## src/dtr_regs.vh

```
// register map, field positions and reset values of the debug trigger register interface
`ifndef DTR_REGS_VH
`define DTR_REGS_VH

// register indices; byte address is four times the index
`define DTR_IDX_CTL1      6'h20
`define DTR_IDX_STATUS    6'h21
`define DTR_IDX_TCTL      6'h22
`define DTR_IDX_CTL2      6'h23
`define DTR_IDX_TBH       6'h24
`define DTR_IDX_TBL       6'h25
`define DTR_IDX_CNT       6'h26
`define DTR_IDX_SCR       6'h27
`define DTR_IDX_CCTL      6'h28
`define DTR_IDX_AH        6'h29
`define DTR_IDX_AM        6'h2A
`define DTR_IDX_AL        6'h2B
`define DTR_IDX_DH        6'h2C
`define DTR_IDX_DL        6'h2D
`define DTR_IDX_DMH       6'h2E
`define DTR_IDX_DML       6'h2F
`define DTR_IDX_IRQ_STAT  6'h30
`define DTR_IDX_IRQ_MASK  6'h31

// control register one fields
`define DTR_C1_ARM        7
`define DTR_C1_IMMEDIATE_TRIGGER       6
`define DTR_C1_HMS        4
`define DTR_C1_BRE        3

// bank select codes
`define DTR_BANK_A        2'h0
`define DTR_BANK_B        2'h1
`define DTR_BANK_C        2'h2
`define DTR_BANK_NONE     2'h3

// comparator control fields
`define DTR_CC_SZE        7
`define DTR_CC_SZ         6
`define DTR_CC_TAG        5
`define DTR_CC_RW         3
`define DTR_CC_RWE        2
`define DTR_CC_NDB        1
`define DTR_CC_COMPE      0

// writable masks and readable masks
`define DTR_TCTL_MASK     8'h4D
`define DTR_TCTL_TSOURCE  6
`define DTR_CTL2_MASK     8'h03
`define DTR_CCA_MASK      8'hFF
`define DTR_CCB_MASK      8'hFD
`define DTR_CCC_MASK      8'h3D
`define DTR_AH_MASK       8'h03
`define DTR_SCR_MASK      8'h0F

// status codes of the sequencer
`define DTR_SSF_IDLE      3'h0
`define DTR_SSF_S1        3'h1
`define DTR_SSF_S2        3'h2
`define DTR_SSF_S3        3'h3
`define DTR_SSF_FINAL     3'h4

// interrupt status bits
`define DTR_IRQ_BP        0
`define DTR_IRQ_MATCH     1
`define DTR_IRQ_FULL      2

// bus responses and reset values
`define DTR_RESP_OKAY     2'h0
`define DTR_RESP_SLVERR   2'h2
`define DTR_ZERO8         8'h00

`endif
```

## src/dtr_debug_trigger.v

```verilog
// debug trigger unit: register front end, comparators, sequencer and trace store
`timescale 1ns/1ps
// What this block does
// (RULE_01) no matching, breakpoints, tagging or trace during halt-debug access or activity; breakpoints are held off during activity only, not during access
// (RULE_02) entering active halt-debug mode leaves an armed session armed
// (RULE_03) secured chip blocks tracing; matches, breakpoints and tagging still work
// (RULE_04) breakpoints go to software interrupt trap unless halt-debug mode enabled
// (RULE_05) while armed only arm, trigger and bank select bits accept writes; the interrupt status and mask registers also accept writes while armed
// (RULE_06) control one bits 7, 1, 0 writable anytime; all bits readable anytime
// (RULE_07) immediate trigger writable anytime, always reads zero
// (RULE_08) bits 4 and 3 update only if session unarmed at write time
// (RULE_09) write clearing arm leaves bits 4:3; software needs a second write
// (RULE_10) one comparator bank visible in eight-byte window, chosen by bank select
// (RULE_11) window first byte is selected comparator control; A adds NO_DATA_BUS_COMPARE, C lacks size
// (RULE_12) trace full flag mirrored at bit 7 of status and count registers
// (RULE_13) works in every chip mode and uses no external pins
// (RULE_14) bank select 0..2 maps A..C and its state control; 3 maps match flags
// (RULE_15) setting arm puts sequencer into its first state
// (RULE_16) final state breakpoint at once without trace, after trace completes otherwise
// (RULE_17) address from three bytes, 18 bits; trace word read as high and low bytes
`include "dtr_regs.vh"

module dtr_debug_trigger #( // RULE_13
  parameter ADDR_W  = 8,
  parameter DEPTH   = 8,
  parameter PTR_W   = 3
) (
  input  wire              aclk,
  input  wire              aresetn,
  input  wire [ADDR_W-1:0] s_axi_awaddr,
  input  wire              s_axi_awvalid,
  output reg               s_axi_awready,
  input  wire [31:0]       s_axi_wdata,
  input  wire [3:0]        s_axi_wstrb,
  input  wire              s_axi_wvalid,
  output reg               s_axi_wready,
  output reg  [1:0]        s_axi_bresp,
  output reg               s_axi_bvalid,
  input  wire              s_axi_bready,
  input  wire [ADDR_W-1:0] s_axi_araddr,
  input  wire              s_axi_arvalid,
  output reg               s_axi_arready,
  output reg  [31:0]       s_axi_rdata,
  output reg  [1:0]        s_axi_rresp,
  output reg               s_axi_rvalid,
  input  wire              s_axi_rready,
  input  wire              mon_valid,
  input  wire [17:0]       mon_addr,
  input  wire [15:0]       mon_data,
  input  wire              mon_read,
  input  wire              mon_word,
  input  wire              tag_exec,
  input  wire              halt_debug_enable,
  input  wire              halt_debug_active,
  input  wire              halt_debug_hw_access,
  input  wire              chip_secure,
  output reg               brk_halt_q,
  output reg               brk_swi_q,
  output reg               irq_q
);

  localparam [4:0] ST_IDLE  = 5'b00001;
  localparam [4:0] ST_S1    = 5'b00010;
  localparam [4:0] ST_S2    = 5'b00100;
  localparam [4:0] ST_S3    = 5'b01000;
  localparam [4:0] ST_FINAL = 5'b10000;

  // ---------------------------------------------------------------
  // registers
  // ---------------------------------------------------------------
  reg               arm_q;
  reg               hms_q;
  reg               bre_q;
  reg  [1:0]        bank_q;
  reg  [7:0]        tctl_q;
  reg  [7:0]        ctl2_q;
  reg  [7:0]        cctl_q [0:2];
  reg  [17:0]       caddr_q [0:2];
  reg  [3:0]        scr_q [0:2];
  reg  [15:0]       cdata_q;
  reg  [15:0]       cmask_q;
  reg  [2:0]        mflag_q;
  reg  [4:0]        state_q;
  reg               tracing_q;
  reg  [15:0]       tbuf [0:DEPTH-1];
  reg  [PTR_W-1:0]  wptr_q;
  reg  [PTR_W-1:0]  rptr_q;
  reg  [PTR_W:0]    cnt_q;
  reg               full_q;
  reg  [2:0]        ist_q;
  reg  [2:0]        imask_q;
  reg  [ADDR_W-1:0] awaddr_q;
  reg  [7:0]        wbyte_q;
  reg               wlane_q;
  reg               aw_have_q;
  reg               w_have_q;

  // ---------------------------------------------------------------
  // comparators
  // ---------------------------------------------------------------
  // halt-debug activity hides the bus from the comparators entirely
  wire       halt_busy = halt_debug_enable & halt_debug_active;
  wire       mon_en = mon_valid & ~halt_debug_hw_access & ~halt_busy; // RULE_01
  wire [2:0] hit;
  genvar g;
  generate
    for (g = 0; g < 3; g = g + 1) begin : g_cmp
      wire [7:0] c      = cctl_q[g];
      wire       a_ok   = mon_addr == caddr_q[g]; // RULE_17
      wire       rw_ok  = ~c[`DTR_CC_RWE] | (c[`DTR_CC_RW] == mon_read);
      wire       sz_ok  = (g == 2) | ~c[`DTR_CC_SZE] | (c[`DTR_CC_SZ] == ~mon_word); // RULE_11
      wire       d_ok   = (g != 0) | c[`DTR_CC_NDB] | (((mon_data ^ cdata_q) & cmask_q) == 16'h0000);
      wire       tag_ok = ~c[`DTR_CC_TAG] | tag_exec;
      assign hit[g] = mon_en & c[`DTR_CC_COMPE] & a_ok & rw_ok & sz_ok & d_ok & tag_ok;
    end
  endgenerate

  // ---------------------------------------------------------------
  // bus slave decode
  // ---------------------------------------------------------------
  wire [5:0] widx  = awaddr_q[7:2];
  wire [5:0] ridx  = s_axi_araddr[7:2];
  wire       wr_go = aw_have_q & w_have_q & ~s_axi_bvalid;
  wire       rd_go = s_axi_arvalid & s_axi_arready;
  wire       bank_ok = bank_q != `DTR_BANK_NONE;
  wire [1:0] bsel    = bank_q;
  wire       trace_ok = tctl_q[`DTR_TCTL_TSOURCE] & ~chip_secure; // RULE_03
  wire       wr_c1   = wr_go & wlane_q & (widx == `DTR_IDX_CTL1);
  wire       immediate_trigger_wr = wr_c1 & wbyte_q[`DTR_C1_IMMEDIATE_TRIGGER]; // RULE_07
  wire       arm_set = wr_c1 & wbyte_q[`DTR_C1_ARM] & ~arm_q;
  // protected writes see the arm bit as it stood before this write
  wire       free_wr = wr_go & wlane_q & ~arm_q; // RULE_05

  function mapped;
    input [5:0] i;
    begin
      mapped = (i >= `DTR_IDX_CTL1) && (i <= `DTR_IDX_IRQ_MASK);
    end
  endfunction

  reg [7:0] rbyte;
  always @* begin
    rbyte = `DTR_ZERO8;
    case (ridx)
      `DTR_IDX_CTL1:     rbyte = {arm_q, 1'b0, 1'b0, hms_q, bre_q, 1'b0, bank_q}; // RULE_06 RULE_07
      `DTR_IDX_STATUS: begin
        rbyte[7] = full_q; // RULE_12
        case (state_q)
          ST_S1:    rbyte[2:0] = `DTR_SSF_S1;
          ST_S2:    rbyte[2:0] = `DTR_SSF_S2;
          ST_S3:    rbyte[2:0] = `DTR_SSF_S3;
          ST_FINAL: rbyte[2:0] = `DTR_SSF_FINAL;
          default:  rbyte[2:0] = `DTR_SSF_IDLE;
        endcase
      end
      `DTR_IDX_TCTL:     rbyte = tctl_q;
      `DTR_IDX_CTL2:     rbyte = ctl2_q;
      `DTR_IDX_TBH:      rbyte = tbuf[rptr_q][15:8]; // RULE_17
      `DTR_IDX_TBL:      rbyte = tbuf[rptr_q][7:0];
      `DTR_IDX_CNT:      rbyte = {full_q, 1'b0, {(6-PTR_W-1){1'b0}}, cnt_q}; // RULE_12
      `DTR_IDX_SCR:      rbyte = bank_ok ? {4'h0, scr_q[bsel]} : {5'h00, mflag_q}; // RULE_14
      `DTR_IDX_CCTL: begin
        case (bank_q) // RULE_10 RULE_11
          `DTR_BANK_A: rbyte = cctl_q[0] & `DTR_CCA_MASK;
          `DTR_BANK_B: rbyte = cctl_q[1] & `DTR_CCB_MASK;
          `DTR_BANK_C: rbyte = cctl_q[2] & `DTR_CCC_MASK;
          default:     rbyte = `DTR_ZERO8;
        endcase
      end
      `DTR_IDX_AH:       rbyte = bank_ok ? {6'h00, caddr_q[bsel][17:16]} : `DTR_ZERO8;
      `DTR_IDX_AM:       rbyte = bank_ok ? caddr_q[bsel][15:8] : `DTR_ZERO8;
      `DTR_IDX_AL:       rbyte = bank_ok ? caddr_q[bsel][7:0] : `DTR_ZERO8;
      // data compare bytes belong to bank A only
      `DTR_IDX_DH:       rbyte = (bank_q == `DTR_BANK_A) ? cdata_q[15:8] : `DTR_ZERO8;
      `DTR_IDX_DL:       rbyte = (bank_q == `DTR_BANK_A) ? cdata_q[7:0] : `DTR_ZERO8;
      `DTR_IDX_DMH:      rbyte = (bank_q == `DTR_BANK_A) ? cmask_q[15:8] : `DTR_ZERO8;
      `DTR_IDX_DML:      rbyte = (bank_q == `DTR_BANK_A) ? cmask_q[7:0] : `DTR_ZERO8;
      `DTR_IDX_IRQ_STAT: rbyte = {5'h00, ist_q};
      `DTR_IDX_IRQ_MASK: rbyte = {5'h00, imask_q};
      default:           rbyte = `DTR_ZERO8;
    endcase
  end

  // ---------------------------------------------------------------
  // sequencer and trace events
  // ---------------------------------------------------------------
  reg  [4:0] state_d;
  reg        seq_match;
  always @* begin
    state_d   = state_q;
    seq_match = 1'b0;
    case (state_q)
      ST_S1: if (hit[0]) begin
        seq_match = 1'b1;
        state_d   = scr_q[0][0] ? ST_S2 : ST_FINAL;
      end
      ST_S2: if (hit[1]) begin
        seq_match = 1'b1;
        state_d   = scr_q[1][0] ? ST_S3 : ST_FINAL;
      end
      ST_S3: if (hit[2]) begin
        seq_match = 1'b1;
        state_d   = ST_FINAL;
      end
      ST_IDLE:  state_d = ST_IDLE;
      ST_FINAL: state_d = ST_FINAL;
      default:  state_d = ST_IDLE;
    endcase
    // trigger ignored once a trace is already running
    if (immediate_trigger_wr && (arm_q || arm_set) && !tracing_q && state_q != ST_FINAL)
      state_d = ST_FINAL;
  end

  wire enter_final = state_d == ST_FINAL && state_q != ST_FINAL;
  wire trace_wr    = tracing_q & mon_en & trace_ok & ~full_q; // RULE_03
  wire trace_done  = tracing_q & (full_q | ~trace_ok);
  // breakpoint fires at once without trace, or on trace completion; held off while halted
  wire brk_now     = ((state_q == ST_FINAL) & ~tracing_q & arm_q | trace_done) & ~halt_busy; // RULE_01 RULE_16
  wire to_halt     = hms_q & halt_debug_enable; // RULE_04

  // ---------------------------------------------------------------
  // state update
  // ---------------------------------------------------------------
  integer k;
  always @(posedge aclk) begin
    if (!aresetn) begin
      s_axi_awready <= 1'b0;
      s_axi_wready  <= 1'b0;
      s_axi_bvalid  <= 1'b0;
      s_axi_bresp   <= `DTR_RESP_OKAY;
      s_axi_arready <= 1'b0;
      s_axi_rvalid  <= 1'b0;
      s_axi_rresp   <= `DTR_RESP_OKAY;
      s_axi_rdata   <= 32'h00000000;
      aw_have_q     <= 1'b0;
      w_have_q      <= 1'b0;
      awaddr_q      <= {ADDR_W{1'b0}};
      wbyte_q       <= `DTR_ZERO8;
      wlane_q       <= 1'b0;
      arm_q         <= 1'b0;
      hms_q         <= 1'b0;
      bre_q         <= 1'b0;
      bank_q        <= `DTR_BANK_A;
      tctl_q        <= `DTR_ZERO8;
      ctl2_q        <= `DTR_ZERO8;
      cdata_q       <= 16'h0000;
      cmask_q       <= 16'h0000;
      mflag_q       <= 3'h0;
      state_q       <= ST_IDLE;
      tracing_q     <= 1'b0;
      wptr_q        <= {PTR_W{1'b0}};
      rptr_q        <= {PTR_W{1'b0}};
      cnt_q         <= {(PTR_W+1){1'b0}};
      full_q        <= 1'b0;
      ist_q         <= 3'h0;
      imask_q       <= 3'h0;
      brk_halt_q    <= 1'b0;
      brk_swi_q     <= 1'b0;
      irq_q         <= 1'b0;
      for (k = 0; k < 3; k = k + 1) begin
        cctl_q[k]  <= `DTR_ZERO8;
        caddr_q[k] <= 18'h00000;
        scr_q[k]   <= 4'h0;
      end
    end else begin
      // write channel: address and data taken in either order
      s_axi_awready <= ~aw_have_q & ~s_axi_awready & ~s_axi_bvalid;
      s_axi_wready  <= ~w_have_q & ~s_axi_wready & ~s_axi_bvalid;
      if (s_axi_awvalid && s_axi_awready) begin
        aw_have_q <= 1'b1;
        awaddr_q  <= s_axi_awaddr;
      end
      if (s_axi_wvalid && s_axi_wready) begin
        w_have_q <= 1'b1;
        wbyte_q  <= s_axi_wdata[7:0];
        wlane_q  <= s_axi_wstrb[0];
      end
      if (wr_go) begin
        aw_have_q    <= 1'b0;
        w_have_q     <= 1'b0;
        s_axi_bvalid <= 1'b1;
        s_axi_bresp  <= mapped(widx) ? `DTR_RESP_OKAY : `DTR_RESP_SLVERR;
      end else if (s_axi_bvalid && s_axi_bready) begin
        s_axi_bvalid <= 1'b0;
      end
      // read channel: one read at a time, answer one cycle after acceptance
      s_axi_arready <= ~s_axi_arready & ~s_axi_rvalid;
      if (rd_go) begin
        s_axi_rvalid <= 1'b1;
        s_axi_rdata  <= {24'h000000, rbyte};
        s_axi_rresp  <= mapped(ridx) ? `DTR_RESP_OKAY : `DTR_RESP_SLVERR;
        // low byte read completes the word and steps to the next entry
        if (ridx == `DTR_IDX_TBL)
          rptr_q <= rptr_q + 1'b1; // RULE_17
      end else if (s_axi_rvalid && s_axi_rready) begin
        s_axi_rvalid <= 1'b0;
      end

      // control one: arm and bank select always, 4:3 only while unarmed
      if (wr_c1) begin
        arm_q  <= wbyte_q[`DTR_C1_ARM]; // RULE_06
        bank_q <= wbyte_q[1:0]; // RULE_06
        if (!arm_q) begin // RULE_08 RULE_09
          hms_q <= wbyte_q[`DTR_C1_HMS];
          bre_q <= wbyte_q[`DTR_C1_BRE];
        end
      end
      if (free_wr) begin
        case (widx)
          `DTR_IDX_TCTL: tctl_q <= wbyte_q & `DTR_TCTL_MASK;
          `DTR_IDX_CTL2: ctl2_q <= wbyte_q & `DTR_CTL2_MASK;
          `DTR_IDX_SCR:  if (bank_ok) scr_q[bsel] <= wbyte_q[3:0]; // RULE_14
          `DTR_IDX_CCTL: begin
            case (bank_q) // RULE_10 RULE_11
              `DTR_BANK_A: cctl_q[0] <= wbyte_q & `DTR_CCA_MASK;
              `DTR_BANK_B: cctl_q[1] <= wbyte_q & `DTR_CCB_MASK;
              `DTR_BANK_C: cctl_q[2] <= wbyte_q & `DTR_CCC_MASK;
              default:     cctl_q[0] <= cctl_q[0];
            endcase
          end
          `DTR_IDX_AH:  if (bank_ok) caddr_q[bsel][17:16] <= wbyte_q[1:0]; // RULE_17
          `DTR_IDX_AM:  if (bank_ok) caddr_q[bsel][15:8] <= wbyte_q;
          `DTR_IDX_AL:  if (bank_ok) caddr_q[bsel][7:0] <= wbyte_q;
          `DTR_IDX_DH:  if (bank_q == `DTR_BANK_A) cdata_q[15:8] <= wbyte_q;
          `DTR_IDX_DL:  if (bank_q == `DTR_BANK_A) cdata_q[7:0] <= wbyte_q;
          `DTR_IDX_DMH: if (bank_q == `DTR_BANK_A) cmask_q[15:8] <= wbyte_q;
          `DTR_IDX_DML: if (bank_q == `DTR_BANK_A) cmask_q[7:0] <= wbyte_q;
          default:      tctl_q <= tctl_q;
        endcase
      end
      if (wr_go && wlane_q && widx == `DTR_IDX_IRQ_MASK)
        imask_q <= wbyte_q[2:0];

      // sequencer; halt entry leaves arm alone, only completion or a write clearing arm clears it
      brk_halt_q <= 1'b0;
      brk_swi_q  <= 1'b0;
      if (arm_set) begin
        state_q   <= ST_S1; // RULE_15
        tracing_q <= 1'b0;
        mflag_q   <= 3'h0;
        wptr_q    <= {PTR_W{1'b0}};
        rptr_q    <= {PTR_W{1'b0}};
        cnt_q     <= {(PTR_W+1){1'b0}};
        full_q    <= 1'b0;
        if (immediate_trigger_wr)
          state_q <= ST_FINAL;
      end else if (wr_c1 && !wbyte_q[`DTR_C1_ARM]) begin
        state_q   <= ST_IDLE;
        tracing_q <= 1'b0;
      end else if (arm_q) begin // RULE_02
        state_q <= state_d;
        if (seq_match)
          mflag_q <= mflag_q | hit;
        if (enter_final)
          tracing_q <= trace_ok; // RULE_03
        if (trace_wr) begin
          tbuf[wptr_q] <= mon_addr[15:0];
          wptr_q       <= wptr_q + 1'b1;
          cnt_q        <= cnt_q + 1'b1;
          if (cnt_q == DEPTH - 1)
            full_q <= 1'b1;
        end
        if (brk_now) begin
          brk_halt_q <= bre_q & to_halt; // RULE_04 RULE_16
          brk_swi_q  <= bre_q & ~to_halt;
          arm_q      <= 1'b0;
          tracing_q  <= 1'b0;
          state_q    <= ST_IDLE;
        end
      end

      // sticky events; a new event wins over a same-cycle clear
      for (k = 0; k < 3; k = k + 1) begin
        if (wr_go && wlane_q && widx == `DTR_IDX_IRQ_STAT && wbyte_q[k])
          ist_q[k] <= 1'b0;
      end
      if (arm_q && brk_now && bre_q)
        ist_q[`DTR_IRQ_BP] <= 1'b1;
      if (arm_q && seq_match)
        ist_q[`DTR_IRQ_MATCH] <= 1'b1;
      if (arm_q && trace_wr && cnt_q == DEPTH - 1)
        ist_q[`DTR_IRQ_FULL] <= 1'b1;
      irq_q <= |(ist_q & imask_q);
    end
  end

endmodule

```

## config.mk

```make
export PLATFORM = sky130hd
export DESIGN_NAME = dtr_debug_trigger
export DESIGN_NICKNAME = d
export VERILOG_FILES = /design/src/dtr_debug_trigger.v
export VERILOG_INCLUDE_DIRS = /design/src
export SDC_FILE = /design/constraint.sdc
export NUM_CORES = 1
export LEC_CHECK = 0
export BUFFER_PORTS_ARGS = -buffer_cell sky130_fd_sc_hd__buf_2
export CAP_MARGIN = 10
export CORE_UTILIZATION = 40
export CTS_CLUSTER_SIZE = 8
export DETAILED_ROUTE_END_ITERATION = 6
export GPL_TIMING_DRIVEN = 0
export PLACE_DENSITY = 0.64
export RECOVER_POWER = 100
export SLEW_MARGIN = 20
export SYNTH_ARGS = -nofsm -noshare
export SYNTH_HDL_FRONTEND = slang
export SYNTH_SLANG_ARGS = --single-unit
```

## constraint.sdc

```tcl
create_clock -name aclk -period 3.1 [get_ports aclk]
set_clock_uncertainty 0.2 [all_clocks]
set_input_delay 0.155 -clock aclk [delete_from_list [all_inputs] [get_ports aclk]]
set_output_delay 0.155 -clock aclk [all_outputs]
set_load 0.005 [all_outputs]
```

---- Word-level counts from Yosys, hierarchy flattened ----
Memories as Yosys holds them, arrays and structs flattened. A register that Yosys moved wholly into a read port is not among the register bits.
Index checks and enable logic that the tools add are counted.
word-level totals
  flip-flop bits (word level) ............. 108
  memory bits (writable) .................. 218
  word-level logic and storage cells ...... 350
  memories kept ........................... 4
memory list
  name     depth  width  read ports  clocked after Yosys merged registers in  wr ports  line                    RTL
  tbuf     8      16     1           1                                        1         dtr_debug_trigger.v:85  reg [15:0] tbuf [0:DEPTH-1];
  caddr_q  3      18     4           1                                        3         dtr_debug_trigger.v:78  reg [17:0] caddr_q [0:2];
  cctl_q   3      8      3           0                                        3         dtr_debug_trigger.v:77  reg [7:0] cctl_q [0:2];
  scr_q    3      4      3           1                                        3         dtr_debug_trigger.v:79  reg [3:0] scr_q [0:2];
cells by class
  add/subtract/negate cells ............... 3
  order comparisons ....................... 4
  eq/ne operators ......................... 50
  mux-type cells .......................... 108
  bitwise operators ....................... 89
  reduce and logical (&&, ||, !) cells .... 55
operators with widths
  operator                                                   count
  6-bit equality test (second input constant)                32
  8-bit 2-to-1 mux                                           10
  1-bit 2-to-1 mux                                           65
  4-bit case mux with 14 select lines                        1
  5-bit 2-to-1 mux                                           11
  18-bit equality test                                       3
  3-bit case mux with 18 select lines                        1
  1-bit AND                                                  43
  1-bit NOT                                                  27
  8-bit case mux with 3 select lines                         1
  1-bit logical AND                                          22
  5-bit case mux with 4 select lines                         1
  18-bit 2-to-1 mux                                          1
  2-bit 2-to-1 mux                                           9
  3-bit AND reduction                                        6
  18-bit OR reduction                                        1
  16-bit AND                                                 1
  16-bit logical NOT                                         1
  16-bit XOR                                                 1
  1-bit OR                                                   15
  1-bit case mux with 13 select lines                        1
  6-bit greater-or-equal comparator (second input constant)  2
  6-bit less-or-equal comparator (second input constant)     2
  3-bit case mux with 4 select lines                         1
  28 further kinds                                           51

---- Logic depth before layout (Yosys ltp) ----
Gate-level depths: netlist (run 1).
  word-level depth ........................ 16
  gate-level depth with buffers ........... 9
  gate-level depth less buffers ........... 7

---- Worst setup path after synthesis (run 1) ----
No wires, ideal clock.
  kind .................................... register to register
  start ................................... register awaddr_q[3]
  end ..................................... memory tbuf[0][0] (enable)
  library setup time ...................... 0.409 ns
  arrival time ............................ 2.811 ns
  required time ........................... 2.491 ns
  path slack .............................. -0.320 ns
  cell stages (with the launch flop) ...... 7
  path buffers ............................ 1
  period minus slack after synthesis ...... 3.420 ns
  cells stage by stage .................... dfxtp_1 clkbuf_1 nor3_1 nand4_1 nor2_1 or4b_2 nor3_1
between the ends
  cells in the longest elaborated chain, start to end .. 7
  elaborated cells on any way between the ends .. 9
ends and longest elaborated chain
  item                                            line                                              RTL
  start, declared                                 dtr_debug_trigger.v:92                            reg [ADDR_W-1:0] awaddr_q;
  start signal, assigned                          dtr_debug_trigger.v:237                           awaddr_q <= {ADDR_W{1'b0}};
  start signal, assigned                          dtr_debug_trigger.v:271                           awaddr_q <= s_axi_awaddr;
  6-bit equality test (no line) (*)               n/a
  1-bit AND (*)                                   dtr_debug_trigger.v:128                           wire wr_c1 = wr_go & wlane_q & (widx == `DTR_IDX_CTL1);
  1-bit AND or 1-bit logical AND (tied branches)  dtr_debug_trigger.v:130, dtr_debug_trigger.v:347
  1-bit AND or 1-bit 2-to-1 mux (tied branches)   dtr_debug_trigger.v:130, dtr_debug_trigger.v:347
  1-bit 2-to-1 mux (*)                            dtr_debug_trigger.v:337                           if (arm_set) begin
  1-bit 2-to-1 mux (*)                            dtr_debug_trigger.v:226                           if (!aresetn) begin
  1-bit 2-to-1 mux (implied by the code) (*)      dtr_debug_trigger.v:357                           tbuf[wptr_q] <= mon_addr[15:0];
  end, declared                                   dtr_debug_trigger.v:85
Mark *: on every way between the ends. The rest lies on a longest branch, timed or not.

==> results.cfg, run 1 <==
[status]
status = complete, no violations

[sta]
whs_ps = 31.15
final.period_utilization_pct = 98.30
hold_violations = 0
tightestPinTransition_ps = 1119
rsz0062_at_grt = yes
post-route-min-period_ps = 3047
maxSlewHeadroom_pct = 25.12
maxSlewViolCount = 0
setup_tns_ps = 0
setup_viol = 0
clock.fmax_ghz = 0.3282

[global_routing]
overflow = 0
gr-usage-met1_pct = 34.08
grt_pass1_vias = 11400
antenna_found_initial = 2
grt_max_degree = 15
busiest_layer = met2
met2_usage_pct = 36.83
use_met3_pct = 4.611
grt_pass1_wl_mm = 72.08
grtUsageTotal_pct = 24.06

[clock_network]
cts_made_buffers = 49
cts_max_level = 2
cts_tree = done
cts-root-buf = clkbuf_16
cts.sinks = 345
max-clock-path-buffers = 3
cts.clk_slew.worst_paths_ps = 60
clock_latency_ps = 570

[setup_path]
path_cells = xor2_1 -> or4_1 -> or4_1 -> or4b_4 -> and4_1 -> a2bb2oi_2 -> a211oi_2
cp-start-kind = flip-flop
reg2reg_to = tracing_q
cp_slowest_cell = or4_1
endpoint = tracing_q
r2r_cells = 7
path_common_cell = or4_1
end_kind = flip-flop
cp.required_ps = 3300
r2r-start = caddr_q[1][8]
arrival_ps = 3250
critPathMaxStageDelay_ps = 570
crit_path_start = caddr_q[1][8]
critPathMaxFanout = 2
critical_path_class = reg2reg
r2r_slack_ps = 50

[placed_design]
post-dp-hpwl_mm = 35.79
place_congestion = 0.9437
port_buffers = 84

[route]
num_vias = 11610
routed_wl_mm = 49.14
drt_iter0_markers = 1267
drc_errors = 0
drtAntennaViolNets = 0
wl_per_cell_um = 23.47
dr.pass1.iters = 5
routed_via_density = 5.545

[yosys]
synthXorXnorAreaFrac_pct = 4.380
ys_types = 69
synth_edf_count = 236
ys_seq_area_share_pct = 57.94
ys_seq_elements = 345
async_reset_ff_share_pct = 0
synth_fa_ha_area_share_pct = 0.2346
synth_area_um2 = 16000
syn_inst = 1279
synth_area_leaders = edfxtp_1, dfxtp_1, mux4_2
synth_top_cell_area_share_pct = 44.30
yosysWarnings = 0
synth_compound_area_share_pct = 5.764
yosys.area_share.simple_pct = 15.11
synth_top_family_by_area = simple AND/OR/NAND/NOR gates
postSynthAreaPerCell_um2 = 12.51
synth_ff_type = edfxtp_1
synthMuxAreaShare_pct = 13.71
yosysTopAreaCell = edfxtp_1

[pwr]
power.static_leakage_nw = 6.888
vdd.ir_drop.worst_mv = 0.4184
powerDensity_nw_per_um2 = 540.4

[die]
io_pins = 145
start_util_pct = 41.01
die_w_um = 202.0
die_h_um = 202.0
core-area_um2 = 39010
dieArea_um2 = 40800
rows = 72

[final_layout]
num-nets-final = 1645
fillers = 3434
drive_gt1_share_pct = 16.95
areaGrowthSynthToFinish_pct = 22.42

[flow_run]
cap_viol_max_count = 0

[hold_path]
holdCritPathClass = in2reg
==> layer usage <==
layer,vias to the layer above,wire length (um)
li1,5235,-
met1,5695,21020
met2,566,22090
met3,114,4390
met4,2,1621
met5,-,11
==> synthesized netlist by cell type (4+ instances only) <==
master	count
xor2_1	60
nand3_1	35
or4_1	4
a31oi_1	4
nand4_1	21
edfxtp_1	236
clkbuf_1	50
nand2_1	98
nand2b_1	25
a211oi_1	6
nor3_1	26
nor2_1	116
and3_1	11
inv_1	7
mux2i_1	74
or2_2	4
or3_1	4
a21oi_1	44
nor4_1	13
o22ai_1	10
mux4_2	63
dfxtp_1	109
a22o_1	4
xnor2_1	20
buf_4	26
buf_1	8
o21ai_0	34
nor2b_1	10
a22oi_1	12
and2_1	75
==> state kept, by name, summed over array words and instances, names as in the netlist, 5 cells and up, named ones only <==
name,cells
cctl_q,20
tbuf,128
awaddr_q,6
s_axi_rdata,8
caddr_q,72
cmask_q,16
cdata_q,16
scr_q,16
state_q,5
wbyte_q,8
==> placed cells by master (no fill, tap or decap), types with 10 or more instances in the layout <==
cell type / n
a21oi_1: 44
xor2_1: 60
nand3_1: 35
nor2b_1: 10
nor4_1: 13
and3_1: 11
nand2_1: 98
nand4_1: 21
buf_2: 64
and2_1: 75
nor2_1: 108
nor3_1: 21
mux2i_1: 74
clkbuf_16: 49
edfxtp_1: 236
o21ai_0: 27
o22ai_1: 10
dlygate4sd3_1: 63
mux4_2: 63
xnor2_1: 20
nand2b_1: 24
clkbuf_1: 101
dfxtp_1: 109
conb_1: 48
a22oi_1: 12
buf_4: 37
==> critical path: cells and delay by family (launching register included) <==
family          cells  cell delay (ps)
simple gates        4             1830
xor+xnor            1              210
compound gates      2              220
flops               1              420
==> kinds of logic after synthesis <==
family	Yosys count
XOR/XNOR	80
AO/OA/AOI/OAI	145
multiplexers	140
buffers and inverters	94
AND/OR/NAND/NOR	471
other	1
adder cells (fa/ha/maj)	3
flip-flops	345
==> what timing repair did <==
item | CTS | global route
setup endpoints to repair | 180 | 95
pin swaps | 3 | 2
gates cloned | 0 | 0
hold endpoints to repair | 159 | 0
hold buffers | 63 | 0
resized for setup | 18 | 17
setup buffers | 4 | 3
==> how the worst min path moves through the flow <==
| stage | start | end | slack, ps | cells past startpoint |
|---|---|---|---|---|
| 2_1_floorplan | halt_debug_enable | brk_swi_q | 50 | 1 |
| 6_report | halt_debug_active | state_q[4] | 30 | 5 |
| 3_3_place_gp | s_axi_wdata[1] | wbyte_q[1] | 210 | 3 |
| 4_1_cts | halt_debug_active | state_q[4] | 10 | 5 |
| 3_5_place_dp | s_axi_wdata[1] | wbyte_q[1] | 220 | 3 |
| 5_1_grt | mon_addr[17] | mflag_q[2] | 50 | 6 |
==> where the power goes <==
group	leakage (nW)	total, W	switching (W)	internal (W)
sequential	3.15	0.00507	0.0000693	0.00500
combinational	3.08	0.000584	0.000362	0.000222
clock	0.668	0.00493	0.00199	0.00295
==> stage by stage <==
stage	std cells	total power, W	instance area [um^2]	setup slack (ps)	utilization (%)
final	2094	0.01058	19580	52.66	50.21
after global routing	2093	0.01088	19580	-45.52	50.20
after CTS	2091	0.01062	19540	-5.904	50.10
after detailed placement	1939	0.005665	17410	-781.7	44.64
after global placement	1928	0.005657	17250	-1525	44.22
after floorplan	1326	0.005397	16180	87.88	-
==> final cells by class <==
class,instances,area (um^2),share of cell area (%)
Tap cell,518,648.1,3.309
Inverter,7,26.28,0.1342
Buffer,86,446.7,2.281
Multi-Input combinational cell,887,6579,33.59
Sequential cell,345,9269,47.33
Clock buffer,81,1346,6.875
Antenna cell,1,2.502,0.01278
Timing Repair Buffer,165,1200,6.127
Clock inverter,4,66.31,0.3386
Power figures use the tool's default switching activity.
==> run 2, diff against run 1 <==
--- a/config.mk
+++ b/config.mk
@@ -12,7 +12,7 @@
 export CTS_CLUSTER_SIZE = 8
 export DETAILED_ROUTE_END_ITERATION = 6
 export GPL_TIMING_DRIVEN = 0
-export PLACE_DENSITY = 0.64
+export PLACE_DENSITY = 0.61
 export RECOVER_POWER = 100
 export SLEW_MARGIN = 20
 export SYNTH_ARGS = -nofsm -noshare
==> constraint.sdc (replaced) <==
create_clock -name aclk -period 3.71 [get_ports aclk]
set_clock_uncertainty 0.2 [all_clocks]
set_input_delay 0.1855 -clock aclk [delete_from_list [all_inputs] [get_ports aclk]]
set_output_delay 0.1855 -clock aclk [all_outputs]
set_load 0.005 [all_outputs]
==> results.cfg, run 2 (synthesis gave the netlist of run 1 again) <==
[setup_path]
path_cells = clkbuf_1 -> clkbuf_1 -> nand2b_1 -> o21ai_0 -> clkbuf_2
critical_path_class = reg2reg
critPathMaxFanout = 10
end_kind = flip-flop
cp_slowest_cell = o21ai_0
critPathMaxStageDelay_ps = 880
arrival_ps = 3680
cpLargestDelayFamily = buffers and inverters
worstPathBufferInverterCount = 3
cp-start-kind = flip-flop
path_common_cell = clkbuf_1
cp.required_ps = 3780

[final_layout]
areaGrowthSynthToFinish_pct = 20.95
largest-register = tbuf
multi_input_area_um2 = 6462
final_area_um2 = 19350
regArea_um2 = 9269
drive_gt1_share_pct = 14.59
mostFrequentLayoutCells = edfxtp_1, nor2_1, dfxtp_1
final_common_cell = edfxtp_1
largest_register_ffs = 128
fillers = 3475
antennaDiodeCount = 0
num-nets-final = 1641
largestRegisters = tbuf x128, caddr_q x72, cctl_q x20

[die]
die_w_um = 202.0
die_h_um = 202.0
io_pins = 145
core-area_um2 = 39010
rows = 72
dieArea_um2 = 40800
start_util_pct = 41.01

[placed_design]
port_buffers = 84
post-dp-hpwl_mm = 36.60
place_area_um2 = 17400
place_congestion = 0.9548
dp_worst_setup_slack_ps = -78.90

[clock_network]
cts.sinks = 345
cts.clk_slew.worst_paths_ps = 60
cts-root-buf = clkbuf_16
postCtsSetupBuffers = 0
cts_max_level = 2
clock_latency_ps = 590
max-clock-path-buffers = 3
cts_made_buffers = 49
cts_tree = done

[global_routing]
grt_max_degree = 15
grt_pass1_vias = 11560
overflow = 0
antenna_found_initial = 0
grtUsageTotal_pct = 24.49
grt_pass1_wl_mm = 73.32

[sta]
rsz0062_at_grt = no
setup_viol = 0
final.period_utilization_pct = 97.17
maxSlewHeadroom_pct = -24.76
setup_tns_ps = 0
final.setup.worst_slack_ps = 105.0
maxSlewViolCount = 9
post-route-min-period_ps = 3605
clock.fmax_ghz = 0.2774
tightestPinTransition_ps = 1857
hold_violations = 0

[route]
routed_wl_mm = 49.45
m1WireLength_mm = 21.76
dr.pass1.iters = 5
routed_via_density = 5.618
wl_per_cell_um = 23.76
drc_errors = 0
num_vias = 11690
top_layer = met4
wl_met2_mm = 22.27
drt_iter0_markers = 1245
met3_length_mm = 4.015
drtAntennaViolNets = 0

[flow_run]
cap_viol_max_count = 1

[status]
violations = capacitance limit, slew limit
status = complete, but fails checks

[pwr]
vdd.ir_drop.worst_mv = 0.3796
power.static_leakage_nw = 6.744
powerDensity_nw_per_um2 = 458.2

[hold_path]
holdCritPathClass = in2reg
==> run 2: metal layers <==
metal / vias up / GRT usage [%]
li1: 5222 / -
met1: 5862 / 34.63
met2: 518 / 37.69
met3: 89 / 5.079
met4: 0 / 7.711
met5: - / 0
==> run 2: per-stage QoR <==
step / instances / util, % / power [W] / hold slack (ps)
after global placement: 1928 / 44.20 / 0.004728 / 233.4
after detailed placement: 1940 / 44.61 / 0.004736 / 243.9
final: 2081 / 49.61 / 0.008867 / 67.57
after global routing: 2081 / 49.61 / 0.009124 / 101.8
after CTS: 2081 / 49.87 / 0.008903 / 20.00
after floorplan: 1326 / - / 0.004510 / 79.56
==> run 2: what timing repair did <==
action,4_1_cts,5_1_grt
endpoints found under the setup margin,8,16
cloned,0,0
resized for setup,1,1
hold buffers,64,0
endpoints found under the hold margin,157,0
==> run 2: cell type report <==
cell class	count	share of cell area, %
flip-flops and latches	345	47.90
multi-input cells	887	33.40
clock buffers	73	6.802
repair buffers	160	5.736
well taps	518	3.350
plain buffers	87	2.218
clock inverters	4	0.4591
inverters	7	0.1358
==> run 2: worst paths after layout <==
path	start	end	slack [ps]	cells past startpoint
max	bank_q[1]	caddr_q[2][6]	100	5
min	s_axi_araddr[4]	s_axi_rdata[7]	70	5
max reg2reg	bank_q[1]	caddr_q[2][6]	100	5
min reg2reg	s_axi_rvalid	s_axi_arready	230	1
==> run 2: where the power goes <==
part           internal [W]  switching, W  total (W)
registers           0.00418     0.0000571    0.00423
logic              0.000183      0.000305   0.000488
clock network       0.00250       0.00165    0.00415
==> run 2: worst register-to-register path, cell delays in order, from the launching register on <==
cell and delay (ps):
dfxtp_1 360, clkbuf_1 530, clkbuf_1 620, nand2b_1 350
o21ai_0 880, clkbuf_2 350
==> run 3, diff against run 2 <==
--- a/config.mk
+++ b/config.mk
@@ -9,6 +9,7 @@
 export BUFFER_PORTS_ARGS = -buffer_cell sky130_fd_sc_hd__buf_2
 export CAP_MARGIN = 10
 export CORE_UTILIZATION = 40
+export CTS_BUF_LIST = sky130_fd_sc_hd__clkbuf_8 sky130_fd_sc_hd__clkbuf_16
 export CTS_CLUSTER_SIZE = 8
 export DETAILED_ROUTE_END_ITERATION = 6
 export GPL_TIMING_DRIVEN = 0
==> results.cfg, run 3 (synthesis gave the netlist of run 1 again) <==
[clock_network]
cts_made_buffers = 49
cts_tree = done
clock_latency_ps = 590
cts.sinks = 345
max-clock-path-buffers = 3
postCtsSetupBuffers = 0
cts.clk_slew.worst_paths_ps = 60
cts-root-buf = clkbuf_16
cts_max_level = 2

[setup_path]
cpLargestDelayFamily = buffers and inverters
path_common_cell = clkbuf_1
path_cells = clkbuf_1 -> clkbuf_1 -> nand2b_1 -> o21ai_0 -> clkbuf_2
cp.required_ps = 3780
r2r_slack_ps = 140
critPathMaxFanout = 10
cp-start-kind = flip-flop
critPathMaxStageDelay_ps = 870
arrival_ps = 3640
cp_slowest_cell = o21ai_0
end_kind = flip-flop
worstPathBufferInverterCount = 3
critical_path_class = reg2reg

[final_layout]
largest-register = tbuf
mostFrequentLayoutCells = edfxtp_1, nor2_1, dfxtp_1
areaGrowthSynthToFinish_pct = 20.95
largest_register_ffs = 128
antennaDiodeCount = 0
num-nets-final = 1641
largestRegisters = tbuf x128, caddr_q x72, cctl_q x20
final_common_cell = edfxtp_1
drive_gt1_share_pct = 14.59
fin_util_pct = 49.61

[hold_path]
holdCritPathClass = in2reg

[route]
routed_via_density = 5.580
drtAntennaViolNets = 0
wl_per_cell_um = 23.77
routed_wl_mm = 49.46
drc_errors = 0
num_vias = 11610
dr.pass1.iters = 5
drt_iter0_markers = 1232

[die]
core-area_um2 = 39010
rows = 72
die_w_um = 202.0
dieArea_um2 = 40800
start_util_pct = 41.01
die_h_um = 202.0
io_pins = 145

[global_routing]
grt_pass1_wl_mm = 73.33
grt_max_degree = 15
antenna_found_initial = 0
overflow = 0
grtUsageTotal_pct = 24.49
grt_pass1_vias = 11570

[sta]
post-route-min-period_ps = 3570
maxSlewHeadroom_pct = -25.38
setup_viol = 0
rsz0062_at_grt = no
clock.fmax_ghz = 0.2801
maxSlewViolCount = 9
final.period_utilization_pct = 96.21
tightestPinTransition_ps = 1866
hold_violations = 0
whs_ps = 67.36

[placed_design]
place_congestion = 0.9548
port_buffers = 84
post-dp-hpwl_mm = 36.60

[pwr]
switching_share_pct = 22.84
powerDensity_nw_per_um2 = 454.7
report.power.total_w = 0.008799
power_frac_comb_pct = 5.5
vdd.ir_drop.worst_mv = 0.3803
power.static_leakage_nw = 6.843
switchingPower_w = 0.002010
seqPwrFrac_pct = 48.1
clkPwrFrac_pct = 46.3
p_int_w = 0.006789

[flow_run]
cap_viol_max_count = 1

[status]
status = complete, but fails checks
violations = capacitance limit, slew limit
run 3: cell count changes in the layout (fill, tap and decap cells not counted):
| cell | before | now |
|---|---|---|
| clkbuf_1 | 108 | 84 |
| inv_1 | 7 | 31 |
run 3: timing repair:
| action | CTS | global route |
|---|---|---|
| endpoints found under the setup margin | 8 | 16 |
| hold buffers | 64 | 0 |
| gates resized for setup | 1 | 1 |
| endpoints found under the hold margin | 157 | 0 |
run 3: path summary, 6_finish.rpt:
check | start | to | cells after the start
min reg2reg | s_axi_rvalid | s_axi_arready | 1
max | bank_q[1] | caddr_q[2][6] | 5
max reg2reg | bank_q[1] | caddr_q[2][6] | 5
min | s_axi_araddr[4] | s_axi_rdata[7] | 5
run 3: layout make-up:
cell class	instances	area, um^2
Multi-Input combinational cell	887	6462
Clock inverter	28	178.9
Sequential cell	345	9269
Clock buffer	49	1226
Inverter	7	26.28
Buffer	87	429.2
Timing Repair Buffer	160	1110
Tap cell	518	648.1
Fill cell	3475	19660
run 3: per-stage QoR:
step / std cells / cell area (um^2) / setup WS (ps) / setup TNS (ps)
finish: 2081 / 19350 / 140.5 / 0
global route: 2081 / 19350 / 41.04 / 0
CTS: 2081 / 19450 / 60.75 / 0
detailed placement: 1940 / 17400 / -78.90 / -623.8
global placement: 1928 / 17240 / -1003 / -48030
floorplan: 1326 / 16170 / 289.7 / 0
run 3: metal layers:
metal | up-vias | track usage, % | wire length (um)
met5 | - | 0 | 0
met4 | 0 | 7.711 | 1385
met3 | 102 | 5.079 | 3946
met2 | 497 | 37.69 | 22330
met1 | 5803 | 34.63 | 21800
li1 | 5211 | - | -
run 3: tightest hold or removal path, cell delays in order:
cell     delay (ps)
buf_2           150
inv_1           170
nand2_1          90
o32ai_1         130
o41ai_1          80
run 3: power groups by stage:
| stage | registers, W | logic [W] | clock network, W |
|---|---|---|---|
| detailed placement | 0.00431 | 0.000430 | 0 |
| finish | 0.00423 | 0.000488 | 0.00408 |
| global route | 0.00423 | 0.000520 | 0.00431 |
| global placement | 0.00430 | 0.000424 | 0 |
| CTS | 0.00423 | 0.000481 | 0.00413 |
| floorplan | 0.00428 | 0.000232 | 0 |
